$ cat src/inc/rsc_pkg.sv
// What this block does
// - Four reference input power-down bits; 0 keeps input enabled, 1 powers it down.
// - Mask clear: PLL1 lock-loss indications fire on lock loss or selected-input inactivity.
// - Mask set: PLL1 lock-loss indications fire only on genuine lock loss.
// - Mask set also keeps reference inactivity off the lock-detect output pin.
// - SYSREF power-down bit at 1 powers down all SYSREF circuitry.
package rsc_pkg;

   //------------------------------------------------------------
   // Register offsets (byte addresses on the register port)
   //------------------------------------------------------------
   localparam logic [7:0] OFF_SR_PWR_DIV   = 8'h18;
   localparam logic [7:0] OFF_SR_BIAS_REL  = 8'h19;
   localparam logic [7:0] OFF_SR_PULSE_CNT = 8'h1A;
   localparam logic [7:0] OFF_SR_PHASE_DLY = 8'h1B;
   localparam logic [7:0] OFF_SR_TRIG      = 8'h1C;
   localparam logic [7:0] OFF_SR_REQ       = 8'h70;
   localparam logic [7:0] OFF_REF_CTRL     = 8'h80;
   localparam logic [7:0] OFF_IRQ_STAT     = 8'h81;
   localparam logic [7:0] OFF_IRQ_MASK     = 8'h82;
   localparam logic [7:0] OFF_LIVE_STAT    = 8'h83;

   //------------------------------------------------------------
   // Field positions
   //------------------------------------------------------------
   localparam int REF_PD_LSB     = 0;   // ref_input_powerdown[3:0] in reference control
   localparam int REF_MASK_BIT   = 4;   // ref_loss_mask
   localparam int SR_PD_BIT      = 7;   // sysref_powerdown
   localparam int SR_TRIG_GEN    = 1;
   localparam int SR_TRIG_OUT    = 0;
   localparam int SR_REQ_BIT     = 7;
   localparam int IRQ_LOCK_LOSS  = 0;   // Lock-loss indication rose
   localparam int IRQ_REF_LOSS   = 1;   // Selected input went inactive

   //------------------------------------------------------------
   // Reset values
   //------------------------------------------------------------
   localparam logic [7:0] RST_SR_PWR_DIV   = 8'h2F;
   localparam logic [7:0] RST_SR_BIAS_REL  = 8'h81;
   localparam logic [7:0] RST_ZERO         = 8'h00;
   localparam logic [7:0] RST_REF_CTRL     = 8'h00;

   //------------------------------------------------------------
   // Carriers
   //------------------------------------------------------------
   typedef struct packed {
      logic [7:0] addr;
      logic [7:0] wdata;
      logic       wr;
      logic       rd;
   } rsc_bus_s;

   typedef struct packed {
      logic       powerdown;
      logic [6:0] freq_divider;
      logic [7:0] bias_release;
      logic [7:0] pulse_count;
      logic [7:0] phase_delay;
      logic       trigger_gen;
      logic       trigger_out;
      logic       request;
   } rsc_sysref_s;

endpackage : rsc_pkg

$ cat src/verilog/rsc_regs.sv
`timescale 1ns/1ps
module rsc_regs (
   // Clock and reset
   input  wire logic            ref_clk,
   input  wire logic            rstn,
   // Register port
   input  wire logic [7:0]      reg_addr,
   input  wire logic [7:0]      reg_wdata,
   input  wire logic            reg_wr,
   input  wire logic            reg_rd,
   output logic [7:0]           reg_rdata,
   // Reference and PLL1 status from the analog core
   input  wire logic [3:0]      ref_active,
   input  wire logic [1:0]      ref_sel,
   input  wire logic            pll1_locked,
   // Reference input controls
   output logic [3:0]           ref_input_powerdown,
   output logic                 ref_loss_mask,
   // PLL1 lock indications
   output logic                 pll1_lock_loss_live,
   output logic                 pll1_lock_loss_sticky,
   output logic                 lock_pin,
   // SYSREF controls
   output rsc_pkg::rsc_sysref_s sysref_cfg,
   output logic                 sysref_request_pulse,
   // Interrupt
   output logic                 irq
);

   //------------------------------------------------------------
   // Bus capture
   //------------------------------------------------------------
   rsc_pkg::rsc_bus_s bus;
   assign bus.addr  = reg_addr;
   assign bus.wdata = reg_wdata;
   assign bus.wr    = reg_wr;
   assign bus.rd    = reg_rd;

   //------------------------------------------------------------
   // Configuration registers
   //------------------------------------------------------------
   logic [7:0] ref_ctrl_q;
   logic [7:0] sr_pwr_div_q;
   logic [7:0] sr_bias_q;
   logic [7:0] sr_pulse_q;
   logic [7:0] sr_phase_q;
   logic [1:0] sr_trig_q;
   logic [1:0] irq_mask_q;

   // Reference control: all inputs enabled, mask clear at reset
   rsc_rw_reg #(.W(8), .ADR(rsc_pkg::OFF_REF_CTRL), .RST(rsc_pkg::RST_REF_CTRL)) u_ref (
      .ref_clk (ref_clk),
      .rstn    (rstn),
      .addr    (bus.addr),
      .wdata   (bus.wdata),
      .wr      (bus.wr),
      .value_q (ref_ctrl_q)
   );

   // SYSREF power-down cleared at reset
   rsc_rw_reg #(.W(8), .ADR(rsc_pkg::OFF_SR_PWR_DIV), .RST(rsc_pkg::RST_SR_PWR_DIV)) u_srpd (
      .ref_clk (ref_clk),
      .rstn    (rstn),
      .addr    (bus.addr),
      .wdata   (bus.wdata),
      .wr      (bus.wr),
      .value_q (sr_pwr_div_q)
   );

   rsc_rw_reg #(.W(8), .ADR(rsc_pkg::OFF_SR_BIAS_REL), .RST(rsc_pkg::RST_SR_BIAS_REL)) u_srb (
      .ref_clk (ref_clk),
      .rstn    (rstn),
      .addr    (bus.addr),
      .wdata   (bus.wdata),
      .wr      (bus.wr),
      .value_q (sr_bias_q)
   );

   rsc_rw_reg #(.W(8), .ADR(rsc_pkg::OFF_SR_PULSE_CNT), .RST(rsc_pkg::RST_ZERO)) u_srpc (
      .ref_clk (ref_clk),
      .rstn    (rstn),
      .addr    (bus.addr),
      .wdata   (bus.wdata),
      .wr      (bus.wr),
      .value_q (sr_pulse_q)
   );

   rsc_rw_reg #(.W(8), .ADR(rsc_pkg::OFF_SR_PHASE_DLY), .RST(rsc_pkg::RST_ZERO)) u_srph (
      .ref_clk (ref_clk),
      .rstn    (rstn),
      .addr    (bus.addr),
      .wdata   (bus.wdata),
      .wr      (bus.wr),
      .value_q (sr_phase_q)
   );

   // Trigger bits occupy the low two bits; the rest are reserved
   rsc_rw_reg #(.W(2), .ADR(rsc_pkg::OFF_SR_TRIG), .RST(2'h0)) u_srtr (
      .ref_clk (ref_clk),
      .rstn    (rstn),
      .addr    (bus.addr),
      .wdata   (bus.wdata[1:0]),
      .wr      (bus.wr),
      .value_q (sr_trig_q)
   );

   rsc_rw_reg #(.W(2), .ADR(rsc_pkg::OFF_IRQ_MASK), .RST(2'h0)) u_msk (
      .ref_clk (ref_clk),
      .rstn    (rstn),
      .addr    (bus.addr),
      .wdata   (bus.wdata[1:0]),
      .wr      (bus.wr),
      .value_q (irq_mask_q)
   );

   //------------------------------------------------------------
   // Field decode
   //------------------------------------------------------------
   // Bit n = 1 powers input n down and disables it
   assign ref_input_powerdown = ref_ctrl_q[rsc_pkg::REF_PD_LSB +: 4];
   assign ref_loss_mask       = ref_ctrl_q[rsc_pkg::REF_MASK_BIT];

   // One bit powers down every SYSREF function
   assign sysref_cfg.powerdown    = sr_pwr_div_q[rsc_pkg::SR_PD_BIT];
   assign sysref_cfg.freq_divider = sr_pwr_div_q[6:0];
   assign sysref_cfg.bias_release = sr_bias_q;
   assign sysref_cfg.pulse_count  = sr_pulse_q;
   assign sysref_cfg.phase_delay  = sr_phase_q;
   // Triggers are gated off while SYSREF is powered down
   assign sysref_cfg.trigger_gen  = sr_trig_q[rsc_pkg::SR_TRIG_GEN] & ~sysref_cfg.powerdown;
   assign sysref_cfg.trigger_out  = sr_trig_q[rsc_pkg::SR_TRIG_OUT] & ~sysref_cfg.powerdown;
   assign sysref_cfg.request      = sysref_request_pulse;

   //------------------------------------------------------------
   // SYSREF request: self-clearing one-cycle strobe
   //------------------------------------------------------------
   logic req_q;
   // Not held so software needs no second write to re-arm
   always_ff @(posedge ref_clk or negedge rstn) begin
      if (!rstn) begin
         req_q <= 1'b0;
      end else begin
         req_q <= bus.wr && bus.addr == rsc_pkg::OFF_SR_REQ
                  && bus.wdata[rsc_pkg::SR_REQ_BIT] && !sr_pwr_div_q[rsc_pkg::SR_PD_BIT];
      end
   end
   assign sysref_request_pulse = req_q;

   //------------------------------------------------------------
   // Lock-loss qualification
   //------------------------------------------------------------
   logic sel_inactive;
   logic loss_d;
   logic loss_q;
   logic lock_fail_q;

   // Inactivity counts for the selected input; a powered-down selected input counts as inactive
   assign sel_inactive = ~ref_active[ref_sel] | ref_input_powerdown[ref_sel];

   // Mask clear: lock loss or inactivity; mask set: lock loss only
   assign loss_d = ~pll1_locked | (sel_inactive & ~ref_loss_mask);

   // Registered indication and lock pin
   always_ff @(posedge ref_clk or negedge rstn) begin
      if (!rstn) begin
         loss_q      <= 1'b0;
         lock_fail_q <= 1'b0;
      end else begin
         loss_q      <= loss_d;
         lock_fail_q <= loss_d;
      end
   end

   assign pll1_lock_loss_live = loss_q;
   assign lock_pin            = ~lock_fail_q;

   //------------------------------------------------------------
   // Interrupt status
   //------------------------------------------------------------
   logic       loss_prev_q;
   logic       inact_prev_q;
   logic [1:0] ev;
   logic [1:0] stat_q;
   logic [1:0] clr;

   // Edge detect on the qualified lock-loss indication and the unmasked selected-input inactivity
   always_ff @(posedge ref_clk or negedge rstn) begin
      if (!rstn) begin
         loss_prev_q  <= 1'b0;
         inact_prev_q <= 1'b0;
      end else begin
         loss_prev_q  <= loss_q;
         inact_prev_q <= sel_inactive;
      end
   end

   assign ev[rsc_pkg::IRQ_LOCK_LOSS] = loss_q & ~loss_prev_q;
   assign ev[rsc_pkg::IRQ_REF_LOSS]  = sel_inactive & ~inact_prev_q;
   assign clr = (bus.wr && bus.addr == rsc_pkg::OFF_IRQ_STAT) ? bus.wdata[1:0] : 2'h0;

   for (genvar i = 0; i < 2; i++) begin : g_stk
      rsc_sticky u_stk (
         .ref_clk (ref_clk),
         .rstn    (rstn),
         .set     (ev[i]),
         .clr     (clr[i]),
         .flag_q  (stat_q[i])
      );
   end

   // Sticky lock loss view follows the status bit
   assign pll1_lock_loss_sticky = stat_q[rsc_pkg::IRQ_LOCK_LOSS];
   assign irq                   = |(stat_q & irq_mask_q);

   //------------------------------------------------------------
   // Read data, valid the cycle after the strobe
   //------------------------------------------------------------
   logic [7:0] rdata_d;
   logic [7:0] rdata_q;

   // Unmapped and reserved bits read zero
   always_comb begin
      rdata_d = 8'h00;
      unique case (bus.addr)
         rsc_pkg::OFF_SR_PWR_DIV:   rdata_d = sr_pwr_div_q;
         rsc_pkg::OFF_SR_BIAS_REL:  rdata_d = sr_bias_q;
         rsc_pkg::OFF_SR_PULSE_CNT: rdata_d = sr_pulse_q;
         rsc_pkg::OFF_SR_PHASE_DLY: rdata_d = sr_phase_q;
         rsc_pkg::OFF_SR_TRIG:      rdata_d = {6'h00, sr_trig_q};
         rsc_pkg::OFF_REF_CTRL:     rdata_d = {3'h0, ref_ctrl_q[4:0]};
         rsc_pkg::OFF_IRQ_STAT:     rdata_d = {6'h00, stat_q};
         rsc_pkg::OFF_IRQ_MASK:     rdata_d = {6'h00, irq_mask_q};
         rsc_pkg::OFF_LIVE_STAT:    rdata_d = {5'h00, ~pll1_locked, sel_inactive, loss_q};
         default:                   rdata_d = 8'h00;
      endcase
   end

   // Holds zero outside the answer cycle
   always_ff @(posedge ref_clk or negedge rstn) begin
      if (!rstn) begin
         rdata_q <= 8'h00;
      end else begin
         rdata_q <= bus.rd ? rdata_d : 8'h00;
      end
   end
   assign reg_rdata = rdata_q;

endmodule : rsc_regs

$ cat src/verilog/rsc_rw_reg.sv
`timescale 1ns/1ps
// One software-writable register with reset value
module rsc_rw_reg #(
   parameter int         W   = 8,
   parameter logic [7:0] ADR = 8'h00,
   parameter logic [W-1:0] RST = '0
) (
   // Clock and reset
   input  wire logic         ref_clk,
   input  wire logic         rstn,
   // Write port
   input  wire logic [7:0]   addr,
   input  wire logic [W-1:0] wdata,
   input  wire logic         wr,
   // Stored value
   output logic [W-1:0]      value_q
);

   // Write on address match
   always_ff @(posedge ref_clk or negedge rstn) begin
      if (!rstn) begin
         value_q <= RST;
      end else if (wr && addr == ADR) begin
         value_q <= wdata;
      end
   end

endmodule : rsc_rw_reg

$ cat src/verilog/rsc_sticky.sv
`timescale 1ns/1ps
// Sticky event bit, write-one-to-clear; a same-cycle event wins
module rsc_sticky (
   // Clock and reset
   input  wire logic ref_clk,
   input  wire logic rstn,
   // Set and clear
   input  wire logic set,
   input  wire logic clr,
   // Flag
   output logic      flag_q
);

   // Set has priority so no event is lost during a clear
   always_ff @(posedge ref_clk or negedge rstn) begin
      if (!rstn) begin
         flag_q <= 1'b0;
      end else if (set) begin
         flag_q <= 1'b1;
      end else if (clr) begin
         flag_q <= 1'b0;
      end
   end

endmodule : rsc_sticky

$ cat config.mk
export PLATFORM = sky130hd
export DESIGN_NAME = rsc_regs
export DESIGN_NICKNAME = d
export VERILOG_FILES = /design/src/inc/rsc_pkg.sv /design/src/verilog/rsc_regs.sv /design/src/verilog/rsc_rw_reg.sv /design/src/verilog/rsc_sticky.sv
export SDC_FILE = /design/constraint.sdc
export NUM_CORES = 1
export LEC_CHECK = 0
export BUFFER_PORTS_ARGS = -buffer_cell sky130_fd_sc_hd__buf_2
export CORE_ASPECT_RATIO = 1.2
export CORE_MARGIN = 2
export CORE_UTILIZATION = 35
export CTS_BUF_LIST = sky130_fd_sc_hd__clkbuf_16
export DETAILED_ROUTE_END_ITERATION = 7
export GPL_TIMING_DRIVEN = 0
export PLACE_DENSITY = 0.67
export REMOVE_ABC_BUFFERS = 1
export SYNTH_ARGS = -nofsm -noshare
export SYNTH_HDL_FRONTEND = slang
export SYNTH_SLANG_ARGS = --single-unit
$ cat constraint.sdc
create_clock -name ref_clk -period 2.2 [get_ports ref_clk]
set_input_delay 0.22 -clock ref_clk [delete_from_list [all_inputs] [get_ports ref_clk]]
set_output_delay 0.22 -clock ref_clk [all_outputs]
set_load 0.01 [all_outputs]
Yosys cells after proc, flatten, opt, wreduce, memory -nomap -nowiden

Index checks and enable logic that the tools add are counted.

Output and inout bits: 53
Word-level logic and storage cells: 66
Register bits: 55

Magnitude comparators: 1
Equal/unequal tests: 10
Reduce and logical (&&, ||, !) cells: 15
Multiplexer cells: 11
Bitwise gates (word level): 15

Operators with widths:

| cell               | number |
|---|---|
| $pmux 8 s9         | 1 |
| $eq 8x5->1 const B | 5 |
| $eq 8x8->1 const B | 4 |
| $logic_and 1x1->1  | 11 |
| $eq 8x7->1 const B | 1 |
| $mux 8             | 1 |
| $not 1->1          | 7 |
| $mux 1             | 6 |
| $and 1x1->1        | 5 |
| $bmux 1 s2         | 2 |
| $reduce_bool 2->1  | 2 |
| $lt 2x3->1 const B | 1 |
| $and 2x2->2        | 1 |
| $mux 2             | 1 |
| $or 1x1->1         | 2 |
| $reduce_or 2->1    | 1 |
| $logic_not 1->1    | 1 |

Depth between registers and ports, before layout

Gate-level depths: netlist (run 1).

Depth in word-level cells: 6
Depth in mapped cells: 6

Modules after synthesis

Synthesis (run 1) repeated with hierarchy kept, for this count alone.

Cell total of the unflattened synthesis: 220
Area total of the unflattened synthesis: 2985.4 sq um

By module, submodules not included:

| module               | instances | area each (sq um) | seq. area each (sq um) | cells an instance |
|---|---|---|---|---|
| rsc_regs             | 1         | 998.5             | 300.3                  | 103 |
| rsc_rw_reg at u_srpd | 1         | 349.1             | 206.4                  | 19 |
| rsc_rw_reg at u_srb  | 1         | 347.8             | 202.7                  | 19 |
| rsc_rw_reg at u_srpc | 1         | 345.3             | 200.2                  | 19 |
| rsc_rw_reg at u_ref  | 1         | 341.6             | 200.2                  | 20 |
| rsc_rw_reg at u_srph | 1         | 332.8             | 200.2                  | 19 |
| rsc_rw_reg at u_msk  | 1         | 101.3             | 50.0                   | 8 |
| rsc_rw_reg at u_srtr | 1         | 96.3              | 50.0                   | 7 |
| rsc_sticky           | 2         | 36.3              | 25.0                   | 3 |

Worst setup path after synthesis (run 1)

No wires, ideal clock.

Path kind: input to register
Start: input reg_addr[5]
End: register u_srph.value_q[0]
Buffers on the path: 1
Setup slack: 0.331 ns
Required time: 2.075 ns
Stages on the path: 5
Arrival: 1.743 ns
Cells stage by stage: or4b_4 -> nor3_4 -> and4_4 -> buf_12 -> mux2_4

Cells in the longest elaborated chain, start to end: 2

RTL lines:

| element              | RTL line         | text |
|---|---|---|
| from (decl)          | rsc_regs.sv:7    | `input wire logic [7:0] reg_addr,` |
| $eq 8x5->1           | rsc_rw_reg.sv:23 | `end else if (wr && addr == ADR) begin` |
| $logic_and 1x1->1    | rsc_rw_reg.sv:23 |  |
| to (signal assigned) | rsc_rw_reg.sv:24 | `value_q <= wdata;` |
| to (decl)            | rsc_rw_reg.sv:16 | `output logic [W-1:0] value_q` |

No other way between the ends.
A chain may end at the register's enable or synchronous reset.

Worst setup path in the final report (run 1)

Start: input reg_addr[5]
End: register u_srph.value_q[5]

Same word-level chain as after synthesis.

==> flow_metrics.py, run 1 <==
metrics = {
    "die": {
        "die_w_um": 82.4,
        "row_count": 34,
        "die_h_um": 98.1,
        "num_io_pins": 80,
        "die-area_mm2": 0.00809,
        "initial_core_util_pct": 35.9,
        "core_mm2": 0.00719,
    },
    "min_path": {
        "hold_path_class": "in2reg",
        "holdPathStages": 2,
        "worstHoldStart": "pll1_locked",
        "whs_endpoint": "lock_fail_q$_DFF_PN0_",
    },
    "timing": {
        "hold_viol": 0,
        "min_period_ns": 1.86,
        "timing.final.ws_setup_ns": 0.338,
        "fin_hold_ws_ns": 0.138,
        "tightest_slew_ns": 1.20,
        "finClkSkew_ns": 0.00649,
        "drv_slew": 0,
        "rsz0062_at_grt": "false",
        "setup_violations": 0,
        "finalCritPeriodShare_pct": 84.7,
        "fin_setup_tns_ns": 0,
        "relSlewSlack_pct": 19.8,
        "fmax_mhz": 537,
    },
    "pwr": {
        "power.total_w": 0.00213,
        "p_comb_share_pct": 10.9,
        "netSwitchingFraction_pct": 25.1,
        "power_leakage_nw": 1.66,
        "p_per_area_mw_per_mm2": 669,
        "ir_worst_vdd_v": 0.000419,
        "internal-power_w": 0.00160,
        "p_switching_w": 0.000535,
        "clkPwrFrac_pct": 38.2,
        "power_frac_seq_pct": 50.9,
    },
    "routing": {
        "wl_per_cell_um": 17.3,
        "firstDrtPassIters": 6,
        "wl_um": 6120,
        "drc": 0,
        "drt-vias-per-instance": 5.00,
        "drtAntennaViolNets": 0,
        "drt_iter0_drc": 69,
        "vias": 1770,
    },
    "critical_path": {
        "required_ns": 2.38,
        "ff2ff_setup_slack_ns": 0.78,
        "path_class": "in2reg",
        "cp_max_fo": 10,
        "reg2reg_depth": 4,
        "start_kind": "primary input",
        "crit_arrival_ns": 2.04,
        "end_kind": "flip-flop",
        "reg2reg_from": "u_srpc.value_q[0]$_DFFE_PN0P_",
        "r2r_end": "reg_rdata[0]$_DFF_PN0_",
    },
    "clock_tree": {
        "cts.sinks": 55,
        "cts_max_level": 2,
        "cts_setup_buffers": 0,
        "clk_latency_ns": 0.29,
        "cts_root_buf": "clkbuf_16",
        "clockBufferDepth": 2,
        "clk_pin_slew_worst_paths_ns": 0.07,
        "cts_tree": "yes",
        "cts_resized": 0,
        "cts_made_buffers": 5,
        "cts_hold_buf": 0,
    },
    "place": {
        "gp_congestion": 0.743,
        "portBuffers": 79,
        "hpwl_um": 4340,
        "dp_slack_ns": 0.0214,
    },
    "layout": {
        "final_nets": 290,
        "area_growth_pct": 23.5,
        "postLayoutCoreUtil_pct": 44.4,
        "num_antenna_cells": 0,
        "nFillCells": 684,
        "layout-drive-gt1-share_pct": 58.0,
    },
    "yosys": {
        "synth_top_area_cell": "dfrtp_1",
        "synth_ff_type": "dfrtp_1",
        "yosys-top-cells-count": "dfrtp_1, mux2_2, mux2_4, mux4_2, nor2_1",
        "synth_top_area_share_pct": 46.5,
        "ys_seq_area_share_pct": 53.6,
        "syn_inst": 185,
        "synth.area.top_cells": "dfrtp_1, mux2_2, dfstp_2",
        "ys_types": 40,
        "synth_edf_count": 0,
        "yosys_warnings": 0,
        "ys_ff_latch": 55,
        "synth_most_common_cell": "dfrtp_1",
        "synthArstFlopShare_pct": 100,
        "synth_area_mm2": 0.00258,
        "syn_area_per_cell_um2": 14.0,
    },
    "outcome": {
        "outcome": "completed",
    },
    "grt": {
        "grt_pass1_vias": 1828,
        "grt_max_degree": 56,
        "gr-total-overflow": 0,
        "antenna_found_initial": 0,
        "track_usage_pct": 16.1,
        "grt_pass1_wl_um": 9650,
    },
    "job": {
        "cap_viol_max_count": 0,
    },
}
-- worst max-delay path by stage --
stage                      from                            end  slack (ns)
global route        reg_addr[5]  u_srph.value_q[6]$_DFFE_PN0P_        0.28
detailed placement  reg_addr[5]  u_srph.value_q[2]$_DFFE_PN0P_        0.02
finish              reg_addr[5]  u_srph.value_q[5]$_DFFE_PN0P_        0.34
global placement    reg_addr[5]  u_srph.value_q[5]$_DFFE_PN0P_        0.04
CTS                 reg_addr[5]  u_srph.value_q[5]$_DFFE_PN0P_        0.33
floorplan           reg_addr[5]  u_srph.value_q[0]$_DFFE_PN0P_        0.35
-- layout make-up --
class	count	area, µm²	area share [%]
clock inverter	3	27.5	0.862
inverter	4	15.0	0.470
clock buffer	5	125	3.92
sequential	55	1390	43.4
timing repair buffer	79	395	12.4
multi-input combinational	118	1130	35.4
tap	90	113	3.53
-- power by group through the flow --
stage                     registers [W]  clock network (W)   logic, W
final                           0.00109           0.000815   0.000232
after global routing            0.00109           0.000874   0.000257
after CTS                       0.00109           0.000833   0.000237
after detailed placement        0.00111                  0   0.000236
after global placement          0.00110                  0   0.000232
after floorplan                 0.00112                  0  0.0000908
-- state kept, by name, indices dropped and copies added, names as in the netlist, 2 cells and up --
name / count
u_srb.value_q: 8
u_msk.value_q: 2
u_srpd.value_q: 8
u_ref.value_q: 5
reg_rdata: 8
u_srtr.value_q: 2
g_stk.u_stk.flag_q: 2
u_srpc.value_q: 8
u_srph.value_q: 8
-- cell usage in the layout (no fill, tap or decap), types with 3 or more instances in the layout --
| cell type | count |
|---|---|
| dfrtp_1 | 48 |
| buf_2 | 79 |
| clkbuf_16 | 5 |
| mux4_2 | 8 |
| dfstp_2 | 7 |
| nor3_1 | 3 |
| nand2_1 | 7 |
| mux2_4 | 8 |
| nor2_1 | 8 |
| mux2i_1 | 5 |
| and3_2 | 3 |
| nor2b_1 | 3 |
| nand3_1 | 3 |
| nand2b_1 | 4 |
| o21ai_0 | 5 |
| mux2_2 | 34 |
| inv_1 | 4 |
-- cells by family (layout without fill, tap and decap cells) --
logic type	Yosys count	count (layout)	share of synthesized area, %
buffers and inverters	12	91	2.61
AOI/OAI and AO/OA	15	15	3.87
and+or+nand+nor	48	48	11.5
muxes	55	55	28.4
DFF	55	55	53.6
-- through the flow --
stage	instance area (µm²)	std cells
finish	3190	354
global route	3190	354
CTS	3190	354
detailed placement	3040	346
global placement	3040	346
floorplan	2530	177
-- critical path, cell delays in order --
cell	delay [ns]
buf_2	0.11
or4b_4	0.57
nor3_4	0.37
and4_4	0.45
mux2_4	0.32
-- layer usage --
metal  GRT usage (%)  up-vias  wire length [µm]
met4            4.23        0                68
met3            3.33        5               337
met2            25.9       46              3060
met1            21.9      884              2650
met5               0        -                 0
li1                -      835                 -
Note: power is estimated with default switching activity, not from simulation.
==> run 2: changes to the inputs <==
Settings changed: ABC_AREA set to 1, PLACE_DENSITY 0.67 to 0.69.
Clock period 2.2 ns to 1.7 ns, I/O delays scaled along.
==> run 2 against run 1 <==
Worst setup slack got worse by 0.033 ns. Global-route usage rose by 0.47 points. Flip-flop and latch count did not move. Design area rose by 8.2%. Largest cell class unchanged. Synthesized cell count rose by 69%. Utilization fell by 1.3 points. Critical endpoint is now u_srph.value_q[2]$_DFFE_PN0P_.
==> flow_metrics.py, run 2 <==
metrics = {
    "min_path": {
        "hold_path_class": "in2reg",
        "holdPathStages": 2,
        "worstHoldStart": "pll1_locked",
        "whs_endpoint": "lock_fail_q$_DFF_PN0_",
    },
    "grt": {
        "met3_usage_pct": 3.36,
        "grt_max_degree": 56,
        "track_usage_pct": 16.6,
        "grt_pass1_vias": 2295,
        "gr-usage-met1_pct": 21.5,
        "gr-total-overflow": 0,
        "grt_pass1_wl_um": 11400,
        "antenna_found_initial": 0,
        "busiest_layer": "met2",
        "use_met2_pct": 27.8,
    },
    "layout": {
        "num_antenna_cells": 0,
        "final_nets": 422,
        "layout-drive-gt1-share_pct": 32.8,
        "layout_common_cells": "buf_2, nand2_1, dfrtp_1, inv_1, nor2_1",
        "fin_cells": 491,
        "design_area_mm2": 0.00345,
        "area_growth_pct": 21.4,
        "final_common_cell": "buf_2",
    },
    "die": {
        "initial_core_util_pct": 35.5,
        "row_count": 36,
        "die_w_um": 86.3,
        "num_io_pins": 80,
        "die-area_mm2": 0.00887,
        "core_mm2": 0.00802,
        "die_h_um": 103,
    },
    "timing": {
        "fmax_mhz": 717,
        "hold_viol": 0,
        "tightest_slew_ns": 0.381,
        "relSlewSlack_pct": 74.6,
        "setup_violations": 0,
        "drv_slew": 0,
        "finClkSkew_ns": 0.00860,
        "min_period_ns": 1.40,
        "finalCritPeriodShare_pct": 82.1,
        "fin_hold_ws_ns": 0.0785,
        "rsz0062_at_grt": "false",
    },
    "critical_path": {
        "reg2reg_depth": 8,
        "end_kind": "flip-flop",
        "max_stage_delay_ns": 0.35,
        "cpMaxStageDelayCell": "mux2_1",
        "cp_max_fo": 17,
        "crit_top_cell": "nor2_8",
        "reg2reg_from": "u_ref.value_q[1]$_DFFE_PN0P_",
        "path_class": "in2reg",
        "r2r_end": "reg_rdata[1]$_DFF_PN0_",
        "crit_start": "reg_addr[7]",
        "ff2ff_setup_slack_ns": 0.53,
        "start_kind": "primary input",
        "path_cells": "buf_2 > inv_2 > nand2_2 > nor2_8 > nand2_4 > nor2_8 > mux2_1",
        "crit_arrival_ns": 1.57,
        "required_ns": 1.87,
    },
    "pwr": {
        "internal-power_w": 0.00207,
        "clkPwrFrac_pct": 35.2,
        "p_switching_w": 0.000738,
        "netSwitchingFraction_pct": 26.3,
        "p_per_area_mw_per_mm2": 811,
        "ir_worst_vdd_v": 0.000438,
        "power_frac_seq_pct": 51.6,
        "p_comb_share_pct": 13.2,
        "power_leakage_nw": 1.85,
    },
    "place": {
        "placed_area_mm2": 0.00329,
        "hpwl_um": 5470,
        "dp_cells": 481,
        "gp_congestion": 0.847,
        "portBuffers": 79,
    },
    "yosys": {
        "syn_inst": 313,
        "synth_top_area_share_pct": 42.2,
        "synth_ff_type": "dfrtp_1",
        "synth_area_mm2": 0.00285,
        "yosys-top-cells-count": "nand2_1, dfrtp_1, inv_1, nor2_1, nand3_1",
        "synth.area.top_cells": "dfrtp_1, nand2_1, dfstp_2",
        "yosys_warnings": 0,
        "synth_most_common_cell": "nand2_1",
        "ys_types": 29,
        "syn_area_per_cell_um2": 9.09,
        "synth_top_area_cell": "dfrtp_1",
        "synthArstFlopShare_pct": 100,
        "ys_ff_latch": 55,
        "ys_seq_area_share_pct": 48.7,
        "synth_edf_count": 0,
    },
    "clock_tree": {
        "clk_pin_slew_worst_paths_ns": 0.07,
        "cts_tree": "yes",
        "clockBufferDepth": 2,
        "clk_latency_ns": 0.29,
        "cts.sinks": 55,
        "cts_root_buf": "clkbuf_16",
        "cts_made_buffers": 5,
        "cts_max_level": 2,
    },
    "routing": {
        "drt_iter0_drc": 85,
        "drt-vias-per-instance": 4.85,
        "drc": 0,
        "drtAntennaViolNets": 0,
        "wl_per_cell_um": 14.9,
        "vias": 2383,
        "wl_um": 7320,
        "firstDrtPassIters": 4,
    },
    "outcome": {
        "outcome": "completed",
    },
    "job": {
        "cap_viol_max_count": 0,
    },
}
[run 2: layer usage]
metal,share of wire (%),wire (µm),up-vias
met4,1.9,138,0
li1,-,-,1180
met1,45,3280,1131
met3,5.0,368,10
met5,0,0,-
met2,48,3530,62
[run 2: power groups by stage]
stage | combinational [W] | sequential [W] | clock (W)
floorplan | 0.000154 | 0.00149 | 0
global placement | 0.000360 | 0.00147 | 0
detailed placement | 0.000368 | 0.00147 | 0
CTS | 0.000369 | 0.00145 | 0.00100
global route | 0.000416 | 0.00146 | 0.00106
finish | 0.000370 | 0.00145 | 0.000986
[run 2: worst max-delay path, delay by kind of cell]
kind | cells | cell delay (ns)
AND/OR/NAND/NOR | 4 | 0.85
multiplexers | 1 | 0.35
buffers and inverters | 2 | 0.18
[run 2: area by class of cell]
class                      instances  area [µm²]
fill                             823        4560
sequential                        55        1390
multi-input combinational        212        1240
timing repair buffer              81         425
inverter                          40         150
clock buffer                       5         125
tap                               95         119
clock inverter                     3        11.3
[run 2: through the flow]
| step | total power (W) | TNS [ns] | setup WS [ns] | utilization [%] |
|---|---|---|---|---|
| 2_1_floorplan | 0.00165 | 0 | 0.361 | - |
| 3_3_place_gp | 0.00183 | 0 | 0.0250 | 41.0 |
| 3_5_place_dp | 0.00184 | -0.000908 | -0.000908 | 41.0 |
| 4_1_cts | 0.00282 | 0 | 0.301 | 42.7 |
| 5_1_grt | 0.00293 | 0 | 0.244 | 43.1 |
| 6_report | 0.00280 | 0 | 0.305 | 43.1 |
[run 2: kinds of logic after synthesis]
logic type	share of synthesized area (%)
compound gates	12.5
flops	48.7
simple gates	27.9
buf+inv	7.82
mux	3.16
[run 2: worst max-delay path by stage]
stage / cells after the start / slack, ns / endpoint
6_report: 7 / 0.30 / u_srph.value_q[2]$_DFFE_PN0P_
5_1_grt: 7 / 0.24 / u_srph.value_q[2]$_DFFE_PN0P_
4_1_cts: 7 / 0.30 / u_srph.value_q[2]$_DFFE_PN0P_
3_5_place_dp: 7 / -0.0009 / u_srph.value_q[2]$_DFFE_PN0P_
3_3_place_gp: 7 / 0.03 / u_srph.value_q[2]$_DFFE_PN0P_
2_1_floorplan: 6 / 0.36 / u_srph.value_q[2]$_DFFE_PN0P_
[run 2: what timing repair did]
| action | 4_1_cts | 5_1_grt |
|---|---|---|
| hold buffers | 0 | 1 |
| endpoints found under the hold margin | 0 | 14 |
| gates resized for setup | 0 | 0 |
| buffers inserted | 0 | 0 |
==> run 3: changes to the inputs <==
Settings changed: PLACE_DENSITY 0.69 to 0.66.
Clock period 1.7 ns to 1.4 ns, I/O delays scaled along.
==> run 3 against run 2 <==
Highest routed layer unchanged. Critical path depth stayed put. Clock power is 27% higher. Combinational power is 24% higher. Routed wire length is 0.66% lower. Non-clock buffer count is 5 higher. Via count is 1.8% higher. Largest cell class unchanged. Clock-buffer cell count stayed put. Total power is 24% higher.
==> flow_metrics.py, run 3 (synthesis gave the netlist of run 2 again) <==
metrics = {
    "outcome": {
        "outcome": "completed",
    },
    "grt": {
        "gr-total-overflow": 0,
        "grt_max_degree": 56,
        "antenna_found_initial": 0,
        "track_usage_pct": 16.9,
        "grt_pass1_wl_um": 11600,
        "grt_pass1_vias": 2301,
    },
    "place": {
        "hpwl_um": 5490,
        "gp_congestion": 0.826,
        "portBuffers": 79,
        "placed_area_mm2": 0.00329,
    },
    "clock_tree": {
        "cts_tree": "yes",
        "cts_root_buf": "clkbuf_16",
        "cts.sinks": 55,
        "clk_latency_ns": 0.29,
        "cts_made_buffers": 5,
        "clk_pin_slew_worst_paths_ns": 0.07,
        "cts_resized": 0,
        "cts_max_level": 2,
        "clockBufferDepth": 2,
    },
    "timing": {
        "tightest_slew_ns": 0.383,
        "finClkSkew_ns": 0.00292,
        "fmax_mhz": 747,
        "relSlewSlack_pct": 74.4,
        "finalCritPeriodShare_pct": 95.7,
        "setup_violations": 0,
        "drv_slew": 0,
        "hold_viol": 0,
        "min_period_ns": 1.34,
    },
    "layout": {
        "final_common_cell": "buf_2",
        "design_area_mm2": 0.00350,
        "layout-drive-gt1-share_pct": 34.2,
        "num_antenna_cells": 0,
        "postLayoutCoreUtil_pct": 43.7,
        "seq_area_mm2": 0.00139,
        "area_growth_pct": 23.1,
        "nFillCells": 825,
        "multi_input_area_mm2": 0.00124,
        "final_nets": 427,
        "layout_common_cells": "buf_2, nand2_1, dfrtp_1, inv_1, nor2_1",
    },
    "routing": {
        "drc": 0,
        "firstDrtPassIters": 4,
        "wl_um": 7270,
        "wl_per_cell_um": 14.7,
        "drtAntennaViolNets": 0,
        "drt_iter0_drc": 129,
        "vias": 2425,
        "drt-vias-per-instance": 4.89,
    },
    "min_path": {
        "hold_path_class": "in2reg",
        "holdPathStages": 2,
    },
    "pwr": {
        "power.total_w": 0.00346,
        "ir_worst_vdd_v": 0.000532,
        "p_switching_w": 0.000924,
        "netSwitchingFraction_pct": 26.7,
        "clkPwrFrac_pct": 36.2,
        "power_frac_seq_pct": 50.6,
        "internal-power_w": 0.00254,
        "power_leakage_nw": 1.87,
        "p_per_area_mw_per_mm2": 988,
        "p_comb_share_pct": 13.2,
    },
    "die": {
        "die-area_mm2": 0.00887,
        "core_mm2": 0.00802,
        "num_io_pins": 80,
        "row_count": 36,
        "die_w_um": 86.3,
        "initial_core_util_pct": 35.5,
        "die_h_um": 103,
    },
    "critical_path": {
        "reg2reg_depth": 7,
        "end_kind": "flip-flop",
        "required_ns": 1.58,
        "path_class": "in2reg",
        "cp_max_fo": 15,
        "crit_arrival_ns": 1.51,
        "start_kind": "primary input",
    },
    "job": {
        "cap_viol_max_count": 0,
    },
}
run 3: through the flow:
| stage | setup slack [ns] | instances | hold WS, ns | setup TNS [ns] |
|---|---|---|---|---|
| after detailed placement | -0.272 | 481 | 0.363 | -2.53 |
| final | 0.0608 | 496 | 0.0572 | 0 |
| after floorplan | 0.0912 | 307 | -0.156 | 0 |
| after global placement | -0.231 | 481 | 0.355 | -1.83 |
| after global routing | -0.00675 | 496 | 0.0472 | -0.00675 |
| after CTS | 0.0403 | 489 | 0.0609 | 0 |
run 3: cell type report:
class	count	area share [%]
flip-flops and latches	55	39.5
multi-input cells	212	35.3
inverters	40	4.28
repair buffers	86	13.2
clock inverters	3	0.678
well taps	95	3.39
clock buffers	5	3.57
run 3: final timing paths:
kind	startpoint	end	slack, ns
setup / recovery	reg_addr[6]	u_srph.value_q[2]$_DFFE_PN0P_	0.06
hold / removal	pll1_locked	lock_fail_q$_DFF_PN0_	0.06
setup reg to reg	u_ref.value_q[2]$_DFFE_PN0P_	reg_rdata[1]$_DFF_PN0_	0.21
hold reg to reg	inact_prev_q$_DFF_PN0_	g_stk[1].u_stk.flag_q$_DFFE_PN0P_	0.43
max in group asynchronous	rstn	u_srb.value_q[0]$_DFFE_PN1P_	0.51
min in group asynchronous	rstn	reg_rdata[0]$_DFF_PN0_	0.29
run 3: power by group through the flow:
stage	Combinational, W	Clock, W	Sequential (W)
after floorplan	0.000187	0	0.00181
after global placement	0.000440	0	0.00178
after detailed placement	0.000451	0	0.00178
after CTS	0.000452	0.00128	0.00175
after global routing	0.000512	0.00137	0.00176
final	0.000458	0.00125	0.00175
run 3: layer usage:
| metal | GRT usage (%) | wire length, µm | share of wire [%] |
|---|---|---|---|
| met5 | 0 | 0 | 0 |
| met1 | 22.0 | 3140 | 43 |
| met3 | 2.64 | 301 | 4.1 |
| met2 | 29.1 | 3730 | 51 |
| met4 | 4.93 | 104 | 1.4 |
run 3: critical path: stages:
cell and delay (ns):
buf_2 0.11, inv_1 0.06, nand2_2 0.10, nor2_8 0.29, nand2_4 0.16, nor2_8 0.29
mux2_1 0.35
run 3: what timing repair did:
action / in CTS / in global routing
endpoints found under the hold margin: 0 / 11
hold buffers: 0 / 1
setup endpoints to repair: 0 / 3
buffers inserted: 0 / 5
